===== src/piage_pkg.sv =====
package piage_pkg;
   // Register map, byte addresses on the serial link
   localparam logic [7:0] ADDR_SUMMARY = 8'h00;
   localparam logic [7:0] ADDR_MASK = 8'h01;
   localparam logic [7:0] ADDR_FAULT = 8'h02;
   localparam logic [7:0] ADDR_FAULT_COR = 8'h03;
   localparam logic [7:0] ADDR_STATUS = 8'h05;
   localparam logic [7:0] ADDR_CONFIG = 8'h0A;
   localparam logic [7:0] ADDR_GLOBAL_PUSH_BUTTON = 8'h0B;
   // Per-port groups sit at 0x10, 0x20, 0x30, 0x40
   localparam logic [3:0] PORT_EV_OFS = 4'h0;
   localparam logic [3:0] PORT_EV_COR_OFS = 4'h1;
   localparam int NPORT = 4;
   // Reset values
   localparam logic [7:0] RST_SUMMARY = 8'h20;
   localparam logic [7:0] RST_MASK = 8'h80;
   localparam logic [7:0] RST_FAULT = 8'h20;
   localparam logic [7:0] RST_CONFIG = 8'h96;
   // Field positions
   localparam int FB_OVERTEMP = 7;
   localparam int FB_FETBAD = 6;
   localparam int FB_LOGIC_LOCK = 5;
   localparam int FB_MAIN_LOCK = 4;
   localparam int FB_TSD = 3;
   localparam int MB_GLOBAL = 7;
   localparam int MB_IFAULT = 6;
   localparam int EB_TLIM = 7;
   localparam int EB_TCUT = 6;
   localparam int CB_INT_DISABLE = 7;
   localparam int PB_INTCLR = 7;
   localparam int PB_PINCLR = 6;
   // Timing
   localparam int CLK_HZ = 50_000_000;
   localparam int REFRESH_MS = 2;
   localparam int REFRESH_CYCLES = REFRESH_MS * (CLK_HZ / 1000);
   localparam logic [1:0] STRAP_WAIT = 2'h3;
   // Upper two bits of the 7-bit slave address; arbitrary neutral value
   localparam logic [1:0] I2C_ADDR_HI = 2'h1;

   typedef enum logic [2:0] {
      ST_IDLE, ST_ADDR, ST_AACK, ST_REG, ST_WACK, ST_WDATA, ST_RDATA, ST_HACK
   } piage_i2c_st_t;

   typedef struct packed {
      logic overtemp;
      logic logic_supply_low;
      logic main_below_lo;
      logic main_above_hi;
      logic thermal_all_off;
   } piage_fault_in_t;

   typedef struct packed {
      logic en;
      logic [7:0] addr;
      logic [7:0] data;
   } piage_wr_t;
endpackage


===== src/piage_port_events.sv =====
module piage_port_events #(
   parameter int W = 8
) (
   // Clock and reset
   input wire logic core_clk_i,
   input wire logic nrst_i,
   // Event pulses from the port sequencer, clear-on-read strobe
   input wire logic [W-1:0] set_i,
   input wire logic cor_clear_i,
   // Latched event bits
   output logic [W-1:0] ev_o
);
   logic [W-1:0] next_ev;

   // A set arriving with the clear survives it
   assign next_ev = (cor_clear_i ? '0 : ev_o) | set_i;

   always_ff @(posedge core_clk_i or negedge nrst_i) begin
      if (!nrst_i) begin
         ev_o <= '0;
      end else begin
         ev_o <= next_ev;
      end
   end
endmodule


===== src/piage_sync2.sv =====
module piage_sync2 #(
   parameter int W = 1
) (
   // Clock and reset
   input wire logic core_clk_i,
   input wire logic nrst_i,
   // Asynchronous level in, synchronous level out
   input wire logic [W-1:0] async_i,
   output logic [W-1:0] sync_o
);
   logic [W-1:0] stage1;

   always_ff @(posedge core_clk_i or negedge nrst_i) begin
      if (!nrst_i) begin
         stage1 <= '0;
         sync_o <= '0;
      end else begin
         stage1 <= async_i;
         sync_o <= stage1;
      end
   end
endmodule


===== src/piage_top.sv =====
// Contract
// - High summary bits mirror overtemp, bad transistor, logic and main supply lockout.
// - Interrupt pin goes low when a summary group is set and its mask is one.
// - A summary bit clears only after its source clears, or on a bit-7 global push-button write.
// - Writing bit 7 of global push-button clears all summary bits except those whose source rises in the same cycle.
// - Writing bit 6 of global push-button deasserts the pin, sources untouched.
// - Mask only affects the pin; summary and events set regardless.
// - Mask one lets an event type reach the pin; zero blocks it.
// - Mask bit 6 gates cutoff and limit timeout events of all ports.
// - Mask bit 5 gates start-fault events of all ports.
// - Mask bit 1 gates power-good events of all ports.
// - Mask bit 0 gates power-enabled events of all ports.
// - Clear-on-read alias reads as fault flags; reading clears both.
// - Overtemp flag sets again within milliseconds while overtemp persists.
// - Bad-transistor flag sets on any leaky transistor, held until alias read.
// - Leaky test at detection start updates each port's bad-transistor status.
// - Logic supply lockout latches on good-to-bad only, held until alias read.
// - Ports held powered down while logic supply is below threshold.
// - Main lockout latches good-to-bad, with hysteresis between low and high threshold.
// - Ports held powered down until main supply exceeds upper threshold.
// - Thermal shutdown flag sets when all powered ports shut down, held until alias read.
// - Port event bits latch and clear only on their clear-on-read register.
// - Interrupt disable bit keeps the pin high whatever events and mask.
module piage_top #(
   parameter int REFRESH_CYCLES = piage_pkg::REFRESH_CYCLES
) (
   // Clock and reset
   input wire logic core_clk_i,
   input wire logic nrst_i,
   // Serial register link, separate data in and open-drain data out
   input wire logic scl_i,
   input wire logic sda_i,
   output logic sda_o,
   output logic sda_oe_o,
   // Address and mode straps
   input wire logic [4:0] addr_strap_i,
   input wire logic auto_strap_i,
   // Analog comparators and thermal monitor
   input wire piage_pkg::piage_fault_in_t fault_i,
   // Port sequencer, same clock
   input wire logic [piage_pkg::NPORT*8-1:0] port_event_set_i,
   input wire logic det_cycle_start_i,
   input wire logic [piage_pkg::NPORT-1:0] port_leaky_i,
   output logic [piage_pkg::NPORT-1:0] port_fet_bad_o,
   output logic ports_hold_off_o,
   // Host interrupt
   output logic int_n_o
);
   localparam int NP = piage_pkg::NPORT;
   localparam int RW = $clog2(REFRESH_CYCLES + 1);

   piage_pkg::piage_fault_in_t flt_s;
   piage_pkg::piage_i2c_st_t state;
   piage_pkg::piage_wr_t wr;
   logic scl_s, sda_s, scl_q, sda_q, auto_s;
   logic [4:0] addr_s, addr_cap;
   logic auto_cap;
   logic [1:0] strap_cnt;
   logic [7:0] shift, tx, ptr, rd_data;
   logic [3:0] cnt;
   logic rw_bit, nack, rd_pulse;
   logic [7:0] mask, config_reg, flags, summary, src_prev;
   logic overtemp_q, logic_low_q, main_lock, main_lock_q, thermal_q;
   logic suppress;
   logic [RW-1:0] refresh_cnt;
   logic [NP-1:0][7:0] ev;
   logic [NP-1:0] port_cor;

   piage_sync2 #(.W(2)) u_link_sync (
      .core_clk_i(core_clk_i),
      .nrst_i(nrst_i),
      .async_i({scl_i, sda_i}),
      .sync_o({scl_s, sda_s})
   );

   piage_sync2 #(.W(11)) u_pin_sync (
      .core_clk_i(core_clk_i),
      .nrst_i(nrst_i),
      .async_i({fault_i, addr_strap_i, auto_strap_i}),
      .sync_o({flt_s, addr_s, auto_s})
   );

   // Per-port latched events
   genvar p;
   generate
      for (p = 0; p < NP; p++) begin : g_port
         assign port_cor[p] = rd_pulse && (ptr[7:4] == 4'(p + 1))
            && (ptr[3:0] == piage_pkg::PORT_EV_COR_OFS);
         piage_port_events #(.W(8)) u_events (
            .core_clk_i(core_clk_i),
            .nrst_i(nrst_i),
            .set_i(port_event_set_i[p*8 +: 8]),
            .cor_clear_i(port_cor[p]),
            .ev_o(ev[p])
         );
      end
   endgenerate

   // Serial link edge and condition detection
   wire scl_rise = scl_s && !scl_q;
   wire scl_fall = !scl_s && scl_q;
   wire start_cond = scl_s && scl_q && sda_q && !sda_s;
   wire stop_cond = scl_s && scl_q && !sda_q && sda_s;
   wire [6:0] my_addr = {piage_pkg::I2C_ADDR_HI, addr_cap};
   wire byte_in = (cnt == 4'h8);

   // Read selection
   wire [1:0] port_idx = 2'(ptr[5:4] - 2'h1);
   wire port_hit = (ptr[7:4] >= 4'h1) && (ptr[7:4] <= 4'(NP))
      && ((ptr[3:0] == piage_pkg::PORT_EV_OFS) || (ptr[3:0] == piage_pkg::PORT_EV_COR_OFS));
   wire [7:0] status_val = {1'b0, addr_cap, 1'b0, auto_cap};
   assign rd_data = port_hit ? ev[port_idx] :
      (ptr == piage_pkg::ADDR_SUMMARY) ? summary :
      (ptr == piage_pkg::ADDR_MASK) ? mask :
      (ptr == piage_pkg::ADDR_FAULT) ? flags :
      (ptr == piage_pkg::ADDR_FAULT_COR) ? flags :
      (ptr == piage_pkg::ADDR_STATUS) ? status_val :
      (ptr == piage_pkg::ADDR_CONFIG) ? config_reg : 8'h00;

   // Link slave: clocks bytes on the host's clock edges, answers from the pointer
   always_ff @(posedge core_clk_i or negedge nrst_i) begin
      if (!nrst_i) begin
         scl_q <= 1'b1;
         sda_q <= 1'b1;
         state <= piage_pkg::ST_IDLE;
         shift <= 8'h00;
         tx <= 8'h00;
         ptr <= 8'h00;
         cnt <= 4'h0;
         rw_bit <= 1'b0;
         nack <= 1'b0;
         sda_oe_o <= 1'b0;
         rd_pulse <= 1'b0;
         wr <= '0;
      end else begin
         scl_q <= scl_s;
         sda_q <= sda_s;
         rd_pulse <= 1'b0;
         wr.en <= 1'b0;
         if (start_cond) begin
            state <= piage_pkg::ST_ADDR;
            cnt <= 4'h0;
            sda_oe_o <= 1'b0;
         end else if (stop_cond) begin
            state <= piage_pkg::ST_IDLE;
            sda_oe_o <= 1'b0;
         end else if (scl_rise) begin
            if (state == piage_pkg::ST_HACK) begin
               nack <= sda_s;
            end else if (state == piage_pkg::ST_ADDR || state == piage_pkg::ST_REG
                         || state == piage_pkg::ST_WDATA) begin
               shift <= {shift[6:0], sda_s};
               cnt <= cnt + 4'h1;
            end
         end else if (scl_fall) begin
            case (state)
               piage_pkg::ST_ADDR: if (byte_in) begin
                  if (shift[7:1] == my_addr) begin
                     rw_bit <= shift[0];
                     sda_oe_o <= 1'b1;
                     state <= piage_pkg::ST_AACK;
                  end else begin
                     state <= piage_pkg::ST_IDLE;
                  end
               end
               piage_pkg::ST_AACK: begin
                  cnt <= 4'h0;
                  if (rw_bit) begin
                     tx <= rd_data;
                     rd_pulse <= 1'b1;
                     sda_oe_o <= !rd_data[7];
                     state <= piage_pkg::ST_RDATA;
                  end else begin
                     sda_oe_o <= 1'b0;
                     state <= piage_pkg::ST_REG;
                  end
               end
               piage_pkg::ST_REG: if (byte_in) begin
                  ptr <= shift;
                  sda_oe_o <= 1'b1;
                  state <= piage_pkg::ST_WACK;
               end
               piage_pkg::ST_WACK: begin
                  cnt <= 4'h0;
                  sda_oe_o <= 1'b0;
                  state <= piage_pkg::ST_WDATA;
               end
               piage_pkg::ST_WDATA: if (byte_in) begin
                  wr <= '{en: 1'b1, addr: ptr, data: shift};
                  ptr <= ptr + 8'h01;
                  sda_oe_o <= 1'b1;
                  state <= piage_pkg::ST_WACK;
               end
               piage_pkg::ST_RDATA: begin
                  if (cnt == 4'h7) begin
                     ptr <= ptr + 8'h01;
                     sda_oe_o <= 1'b0;
                     state <= piage_pkg::ST_HACK;
                  end else begin
                     tx <= {tx[6:0], 1'b0};
                     sda_oe_o <= !tx[6];
                     cnt <= cnt + 4'h1;
                  end
               end
               piage_pkg::ST_HACK: begin
                  cnt <= 4'h0;
                  if (nack) begin
                     state <= piage_pkg::ST_IDLE;
                  end else begin
                     tx <= rd_data;
                     rd_pulse <= 1'b1;
                     sda_oe_o <= !rd_data[7];
                     state <= piage_pkg::ST_RDATA;
                  end
               end
               default: state <= piage_pkg::ST_IDLE;
            endcase
         end
      end
   end

   assign sda_o = 1'b0;

   // Straps are caught once, after the synchronisers have filled
   always_ff @(posedge core_clk_i or negedge nrst_i) begin
      if (!nrst_i) begin
         strap_cnt <= 2'h0;
         addr_cap <= 5'h00;
         auto_cap <= 1'b0;
      end else if (strap_cnt != piage_pkg::STRAP_WAIT) begin
         strap_cnt <= strap_cnt + 2'h1;
         addr_cap <= addr_s;
         auto_cap <= auto_s;
      end
   end

   // Register writes
   wire wr_mask = wr.en && (wr.addr == piage_pkg::ADDR_MASK);
   wire wr_cfg = wr.en && (wr.addr == piage_pkg::ADDR_CONFIG);
   wire wr_pb = wr.en && (wr.addr == piage_pkg::ADDR_GLOBAL_PUSH_BUTTON);
   wire intclr = wr_pb && wr.data[piage_pkg::PB_INTCLR];
   wire pinclr = wr_pb && wr.data[piage_pkg::PB_PINCLR];
   wire fault_cor = rd_pulse && (ptr == piage_pkg::ADDR_FAULT_COR);

   always_ff @(posedge core_clk_i or negedge nrst_i) begin
      if (!nrst_i) begin
         mask <= piage_pkg::RST_MASK;
         config_reg <= piage_pkg::RST_CONFIG;
      end else begin
         if (wr_mask) mask <= wr.data;
         if (wr_cfg) config_reg <= wr.data;
      end
   end

   // Supply and thermal monitors
   wire refresh_tick = (refresh_cnt == RW'(REFRESH_CYCLES - 1));
   wire [NP-1:0] leaky_now = det_cycle_start_i ? port_leaky_i : 4'h0;
   logic [7:0] flag_set;
   always_comb begin
      flag_set = 8'h00;
      flag_set[piage_pkg::FB_OVERTEMP] = (flt_s.overtemp && !overtemp_q)
         || (flt_s.overtemp && refresh_tick);
      flag_set[piage_pkg::FB_FETBAD] = |leaky_now;
      flag_set[piage_pkg::FB_LOGIC_LOCK] = flt_s.logic_supply_low && !logic_low_q;
      flag_set[piage_pkg::FB_MAIN_LOCK] = main_lock && !main_lock_q;
      flag_set[piage_pkg::FB_TSD] = flt_s.thermal_all_off && !thermal_q;
   end

   always_ff @(posedge core_clk_i or negedge nrst_i) begin
      if (!nrst_i) begin
         flags <= piage_pkg::RST_FAULT;
         overtemp_q <= 1'b0;
         logic_low_q <= 1'b0;
         thermal_q <= 1'b0;
         main_lock <= 1'b1;
         main_lock_q <= 1'b1;
         refresh_cnt <= '0;
         port_fet_bad_o <= '0;
         ports_hold_off_o <= 1'b1;
      end else begin
         // Set wins over the momentary clear of an alias read
         flags <= (fault_cor ? 8'h00 : flags) | flag_set;
         overtemp_q <= flt_s.overtemp;
         logic_low_q <= flt_s.logic_supply_low;
         thermal_q <= flt_s.thermal_all_off;
         main_lock_q <= main_lock;
         if (flt_s.main_below_lo) main_lock <= 1'b1;
         else if (flt_s.main_above_hi) main_lock <= 1'b0;
         refresh_cnt <= refresh_tick ? '0 : refresh_cnt + RW'(1);
         if (det_cycle_start_i) port_fet_bad_o <= port_leaky_i;
         ports_hold_off_o <= flt_s.logic_supply_low || main_lock;
      end
   end

   // Summary: follows its sources, newly raised sources set it again
   logic [7:0] sum_src, rise;
   generate
      for (p = 0; p < NP; p++) begin : g_src
         assign sum_src[p] = |ev[p];
      end
   endgenerate
   assign sum_src[7:4] = flags[7:4];
   assign rise = sum_src & ~src_prev;

   always_ff @(posedge core_clk_i or negedge nrst_i) begin
      if (!nrst_i) begin
         summary <= piage_pkg::RST_SUMMARY;
         src_prev <= piage_pkg::RST_SUMMARY;
      end else begin
         src_prev <= sum_src;
         summary <= ((intclr ? 8'h00 : summary) & sum_src) | rise;
      end
   end

   // Pin gating per event group; summary and events ignore the mask
   logic [7:0] grp, ev_gate;
   always_comb begin
      ev_gate = 8'h00;
      for (int i = 0; i < NP; i++) begin
         ev_gate = ev_gate | (summary[i] ? ev[i] : 8'h00);
      end
      grp = ev_gate;
      grp[piage_pkg::MB_IFAULT] = ev_gate[piage_pkg::EB_TLIM]
         || ev_gate[piage_pkg::EB_TCUT];
      grp[piage_pkg::MB_GLOBAL] = |summary[7:4];
   end
   wire int_want = |(grp & mask);
   wire int_dis = config_reg[piage_pkg::CB_INT_DISABLE];

   always_ff @(posedge core_clk_i or negedge nrst_i) begin
      if (!nrst_i) begin
         suppress <= 1'b0;
         int_n_o <= 1'b1;
      end else begin
         // A fresh event re-arms the pin after a pin clear
         suppress <= (|rise) ? 1'b0 : (pinclr ? 1'b1 : suppress);
         int_n_o <= !(int_want && !int_dis && !(pinclr || (suppress && !(|rise))));
      end
   end
endmodule

===== config.mk =====
export PLATFORM = sky130hd
export DESIGN_NAME = piage_top
export DESIGN_NICKNAME = d
export VERILOG_FILES = /design/src/piage_pkg.sv /design/src/piage_port_events.sv /design/src/piage_sync2.sv /design/src/piage_top.sv
export SDC_FILE = /design/constraint.sdc
export NUM_CORES = 1
export LEC_CHECK = 0
export BUFFER_PORTS_ARGS = -buffer_cell sky130_fd_sc_hd__buf_4
export CORE_ASPECT_RATIO = 0.6
export CORE_MARGIN = 2
export CORE_UTILIZATION = 61
export CTS_CLUSTER_SIZE = 10
export DETAILED_ROUTE_END_ITERATION = 10
export PLACE_DENSITY = 0.92
export SLEW_MARGIN = 40
export SYNTH_ARGS = -nofsm -noshare
export SYNTH_HDL_FRONTEND = slang
export SYNTH_SLANG_ARGS = --single-unit

===== constraint.sdc =====
create_clock -name core_clk_i -period 5.89 [get_ports core_clk_i]
set_input_delay 0 -clock core_clk_i [delete_from_list [all_inputs] [get_ports core_clk_i]]
set_output_delay 0 -clock core_clk_i [all_outputs]
set_load 0.01 [all_outputs]

-- Word level (Yosys, flattened, before mapping)
Index checks and enable logic that the tools add are counted.
- bits of input ports: 52
- output and inout bits: 8
- register bits after elaboration: 188
- magnitude comparators: 3
- reduce and logical (&&, ||, !) cells: 81
- $add $sub $neg: 5
- bitwise logic cells: 17
- mux-type cells: 76
- equality and inequality tests: 41
- operators with widths (cell ; number):
    8-bit two-way mux ; 21
    17-bit two-way mux ; 7
    8-bit OR ; 9
    8-bit OR reduction ; 6
    4-bit two-way mux ; 8
    1-bit logical AND ; 31
    3-bit two-way mux ; 9
    8-bit AND ; 3
    8-bit by 4-bit equality test with 1-bit output, second input constant ; 3
    8-bit one-hot mux with 3 select lines ; 1
    7-bit two-way mux ; 3
    7-bit one-hot mux with 3 select lines ; 1
    1-bit two-way mux ; 20
    3-bit one-hot mux with 6 select lines ; 1
    17-bit by 1-bit adder with 17-bit output, second input constant ; 1
    17-bit equality test, second input constant ; 1
    8-bit binary-select mux with 2-bit select ; 1
    8-bit by 1-bit equality test with 1-bit output, second input constant ; 2
    8-bit by 2-bit equality test with 1-bit output, second input constant ; 2
    2-bit != test, second input constant ; 8
    4-bit != test, second input constant ; 4
    8-bit AND reduction ; 2
    1-bit zero test ; 14
    7-bit AND reduction ; 2
    other kinds (39) ; 63

-- Depth between registers and ports, before layout
- depth after elaboration: 15
- gate-level depth with buffers: 9
- mapped depth without buffers: 7

-- Hierarchy
From an unflattened synthesis, not the netlist that was laid out.
- cell total of the unflattened synthesis: 712
- area, all modules: 8446.9 um^2
- modules (own cells, without submodules) (module ; cells each ; times used ; area each (um^2) ; seq. area each (um^2)):
    piage_top ; 618 ; 1 ; 6740.2 ; 3195.6
    piage_port_events ; 17 ; 4 ; 264.0 ; 200.2
    piage_sync2 (u_pin_sync) ; 22 ; 1 ; 550.5 ; 550.5
    piage_sync2 (u_link_sync) ; 4 ; 1 ; 100.1 ; 100.1

-- Least setup slack after synthesis
No wires, ideal clock.
- path kind: register -> register
- from: reg ptr[4]
- to: reg tx[1]
- data arrival time: 2.123 ns
- buffers on the path: 2
- period minus slack after synthesis: 2.256 ns
- path slack: 3.634 ns
- required time: 5.758 ns
- cell stages (with the launch flop): 10
- cell sequence: dfrtp_1 -> buf_2 -> inv_1 -> ha_1 -> nor3b_4 -> and3_1 -> buf_2 -> a221o_1 -> a211oi_1 -> o22ai_1
- cells in the longest elaborated chain, start to end: 10
- elaborated cells on any way between the ends: 23
- RTL lines (what ; line ; text):
    start: declaration ; piage_top.sv:59 ; logic [7:0] shift, tx, ptr, rd_data;
    start signal: assignment ; piage_top.sv:179 ; ptr <= shift;
    start signal: assignment ; piage_top.sv:190 ; ptr <= ptr + 8'h01;
    start signal: assignment ; piage_top.sv:196 ; ptr <= ptr + 8'h01;
    8-bit by 4-bit equality test with 1-bit output ; piage_top.sv:118 ; (ptr == piage_pkg::ADDR_CONFIG) ? config_reg : 8'h00;
    8-bit two-way mux ; piage_top.sv:118 ;
    8-bit two-way mux ; piage_top.sv:117 ; (ptr == piage_pkg::ADDR_STATUS) ? status_val :
    8-bit two-way mux ; piage_top.sv:116 ; (ptr == piage_pkg::ADDR_FAULT_COR) ? flags :
    8-bit two-way mux ; piage_top.sv:115 ; (ptr == piage_pkg::ADDR_FAULT) ? flags :
    8-bit two-way mux ; piage_top.sv:114 ; (ptr == piage_pkg::ADDR_MASK) ? mask :
    8-bit two-way mux ; piage_top.sv:113 ; (ptr == piage_pkg::ADDR_SUMMARY) ? summary :
    8-bit two-way mux (*) ; piage_top.sv:112 ; assign rd_data = port_hit ? ev[port_idx] :
    7-bit two-way mux, on equally long branches ; piage_top.sv:207, piage_top.sv:168 ;
    7-bit one-hot mux with 3 select lines (*) ; piage_top.sv:156 ; case (state)
    end signal: assignment ; piage_top.sv:169 ; tx <= rd_data;
    end signal: assignment ; piage_top.sv:200 ; tx <= {tx[6:0], 1'b0};
    end signal: assignment ; piage_top.sv:210 ; tx <= rd_data;
    end: declaration ; piage_top.sv:59 ;
Every way passes the cells marked *; elsewhere a longest branch is shown, timed or not. The select of a mux whose other input is x is not followed.
A chain may end at the register's enable or synchronous reset.

-- Worst setup path in the final report
- from: reg ptr[4]
- to: reg tx[6]
Same word-level chain as after synthesis.

==> impl_metrics.json <==
{
  "finalCritPeriodShare_pct": 47.03,
  "p_switching_uw": 698.3,
  "relSlewSlack_pct": 51.79,
  "postSynthCellCount": 734,
  "intPower_mw": 1.978,
  "crit_slowest_cell": "dfrtp_1",
  "setup-tns-final_ns": 0,
  "grt_max_degree": 120,
  "grt_usage_pct": 31.46,
  "hold_class": "primary input to async pin",
  "worst_pin_slew_ns": 0.7166,
  "io_pins": 60,
  "post-route-min-period_ns": 2.770,
  "syn-num-nets": 802,
  "cp_max_fo": 15,
  "htreeDepth": 4,
  "holdWs_ns": 0.01714,
  "largest_register_ffs": 32,
  "yosys.cell_types.count": 77,
  "die_x_um": 157.5,
  "crit_required_ns": 6.17,
  "slew_violations": 0,
  "crit_type": "register to register",
  "rsz0062_at_grt": "no",
  "r2r-end": "tx[6]",
  "r2r_slack_ns": 3.12,
  "grt_pass1_wl_um": 35710,
  "dr_total_vias": 6567,
  "yosys_warnings": 0,
  "antenna_cells": 0,
  "ys_seq_elements": 185,
  "clock_skew_ns": 0.02156,
  "hpwl_um": 14890,
  "cts_setup_buffers": 0,
  "rows": 33,
  "grt_remaining_overflow": 0,
  "clk_latency_ns": 0.44,
  "postPlaceCellArea_um2": 9174,
  "ys_seq_area_share_pct": 53.88,
  "grt_pass1_vias": 6592,
  "areaGrowthSynthToFinish_pct": 20.08,
  "final_cells": 1044,
  "comb_power_share_pct": 6.7,
  "drc": 0,
  "async_flop_share_pct": 100.0,
  "p_clk_share_pct": 43.0,
  "totalWireLength_um": 22400,
  "p_per_area_nw_per_um2": 258.5,
  "cts-resized-gates": 0,
  "dpl.cell_count": 956,
  "core_region_area_um2": 13750,
  "clk_pin_slew_ns": 0.09,
  "p_sw_share_pct": 26.09,
  "hold_viol_final": 0,
  "rr_worst_depth": 7,
  "critPathMaxStageDelay_ns": 0.78,
  "syn_area_um2": 8625,
  "vias_per_cell": 6.290,
  "cp_cell_sequence": "inv_1 > ha_1 > nor3b_4 > and3_1 > a222oi_1 > o311a_1 > o221ai_1",
  "max_freq_mhz": 361.0,
  "start_util_pct": 62.73,
  "gp_congestion": 0.9890,
  "die_h_um": 96.11,
  "nets": 907,
  "port_buffers": 58,
  "top_regs": "g_port.u_events.ev_o x32, refresh_cnt x17, wr x17",
  "start_kind": "register",
  "die-area_um2": 15140,
  "ant_nets": 0,
  "final_cell_area_um2": 10360,
  "ctsRootBufferMaster": "clkbuf_16",
  "antenna_found_initial": 0,
  "clockBufferDepth": 2,
  "power_mw": 2.677,
  "fillers": 831,
  "dr.first_iter.drc_count": 677,
  "critPathBufInv": 1,
  "seq_power_share_pct": 50.3,
  "run_status": "completed",
  "drtPass1Iterations": 5,
  "synthFlopType": "dfrtp_1",
  "syn_area_per_cell_um2": 11.75,
  "synth_edf_count": 0,
  "clock-sinks": 185,
  "cts_tree": "built",
  "setup_viol": 0,
  "crit_family": "compound AO/OA/AOI/OAI gates",
  "power.leakage_nw": 4.383,
  "cp-end-kind": "register",
  "ir_drop_v": 0.0002072,
  "numCtsBuffers": 17,
  "drive_gt1_share_pct": 22.07,
  "drv_cap": 0,
  "ctsHoldBuffers": 55,
  "r2r-start": "ptr[4]",
  "wire_per_inst_um": 21.45,
  "top_register": "g_port.u_events.ev_o",
  "worstPathArrival_ns": 3.05
}
[area by class of cell]
type | count | area, um^2 | area share [%]
tap | 192 | 240.2 | 2.320
timing repair buffer | 115 | 1032 | 9.967
inverter | 26 | 97.59 | 0.9424
multi-input combinational | 494 | 3739 | 36.10
clock buffer | 18 | 429.2 | 4.144
clock inverter | 14 | 171.4 | 1.655
sequential | 185 | 4647 | 44.87
[through the flow]
step | setup slack, ns | utilization (%)
finish | 3.120 | 75.32
global route | 2.948 | 75.32
CTS | 3.152 | 75.09
detailed placement | 3.209 | 66.72
global placement | 3.213 | 66.65
floorplan | 3.634 | -
[metal layers]
metal	global-route usage, %	vias to the layer above	part of all wire (%)
met1	43.09	3291	43
met4	8.485	0	1.9
li1	-	2904	-
met5	0	-	0
met3	9.590	42	9.8
met2	49.56	330	45
[how the worst max path moves through the flow]
stage | from | to | cells past startpoint
2_1_floorplan | ptr[4] | tx[1] | 9
3_3_place_gp | ptr[4] | sda_oe_o | 6
3_5_place_dp | ptr[4] | tx[6] | 7
4_1_cts | ptr[4] | tx[6] | 7
5_1_grt | ptr[4] | tx[6] | 7
6_report | ptr[4] | tx[6] | 7
[cells in the final DEF, fill, tap and decap left out, drive strengths merged, types with 6 or more instances in the layout]
cell type	netlist	final
clkinv	0	6
inv	26	33
a21o	36	36
nor3b	7	7
o21bai	6	6
and3	10	10
mux2i	7	7
nand2	61	61
ha	16	16
o221ai	6	6
clkbuf	10	18
dfrtp	171	171
nor2b	8	8
a21oi	22	22
dlygate4sd3	0	55
nor3	9	9
dfstp	14	14
nand4	9	9
mux2	53	53
buf	19	60
nand3	30	30
xnor2	15	15
nor4	13	13
mux4	8	8
a22oi	15	15
nand2b	10	10
xor2	9	9
o21ai	30	30
nor2	27	27
[cell families after synthesis]
logic type	synth area share, %
mux	9.822
fa+ha+maj	2.321
simple gates	14.55
flops	53.88
other cells	0.04348
buf+inv	2.843
xor+xnor	2.524
compound gates	14.01
[cells in the mapped netlist, drive strengths merged (5+ instances only)]
| master | count | area, um^2 |
|---|---|---|
| dfrtp | 171 | 4279 |
| nand2 | 61 | 231.5 |
| mux2 | 53 | 596.8 |
| a21o | 36 | 270.3 |
| nand3 | 30 | 150.1 |
| o21ai | 30 | 150.1 |
| nor2 | 27 | 108.9 |
| inv | 26 | 97.59 |
| a21oi | 22 | 110.1 |
| buf | 19 | 108.9 |
| ha | 16 | 200.2 |
| a22oi | 15 | 117.6 |
| xnor2 | 15 | 131.4 |
| dfstp | 14 | 367.9 |
| nor4 | 13 | 102.6 |
| and3 | 10 | 62.56 |
| clkbuf | 10 | 38.78 |
| nand2b | 10 | 62.56 |
| nand4 | 9 | 56.30 |
| nor3 | 9 | 50.05 |
| xor2 | 9 | 86.34 |
| mux4 | 8 | 180.2 |
| nor2b | 8 | 50.05 |
| mux2i | 7 | 70.07 |
| nor3b | 7 | 86.33 |
| o21bai | 6 | 45.04 |
| o221ai | 6 | 52.55 |
| a21boi | 5 | 41.29 |
| a222oi | 5 | 50.05 |
| a2bb2oi | 5 | 43.79 |
| and2 | 5 | 31.28 |
| o21a | 5 | 37.54 |
| o311a | 5 | 50.05 |
[power by group through the flow]
stage	Clock, mW	Sequential (mW)	Combinational [mW]
2_1_floorplan	0	1.35	0.0716
3_3_place_gp	0	1.36	0.136
3_5_place_dp	0	1.37	0.144
4_1_cts	1.15	1.34	0.176
5_1_grt	1.22	1.35	0.199
6_report	1.15	1.35	0.179
(Power assumes the default switching activity.)
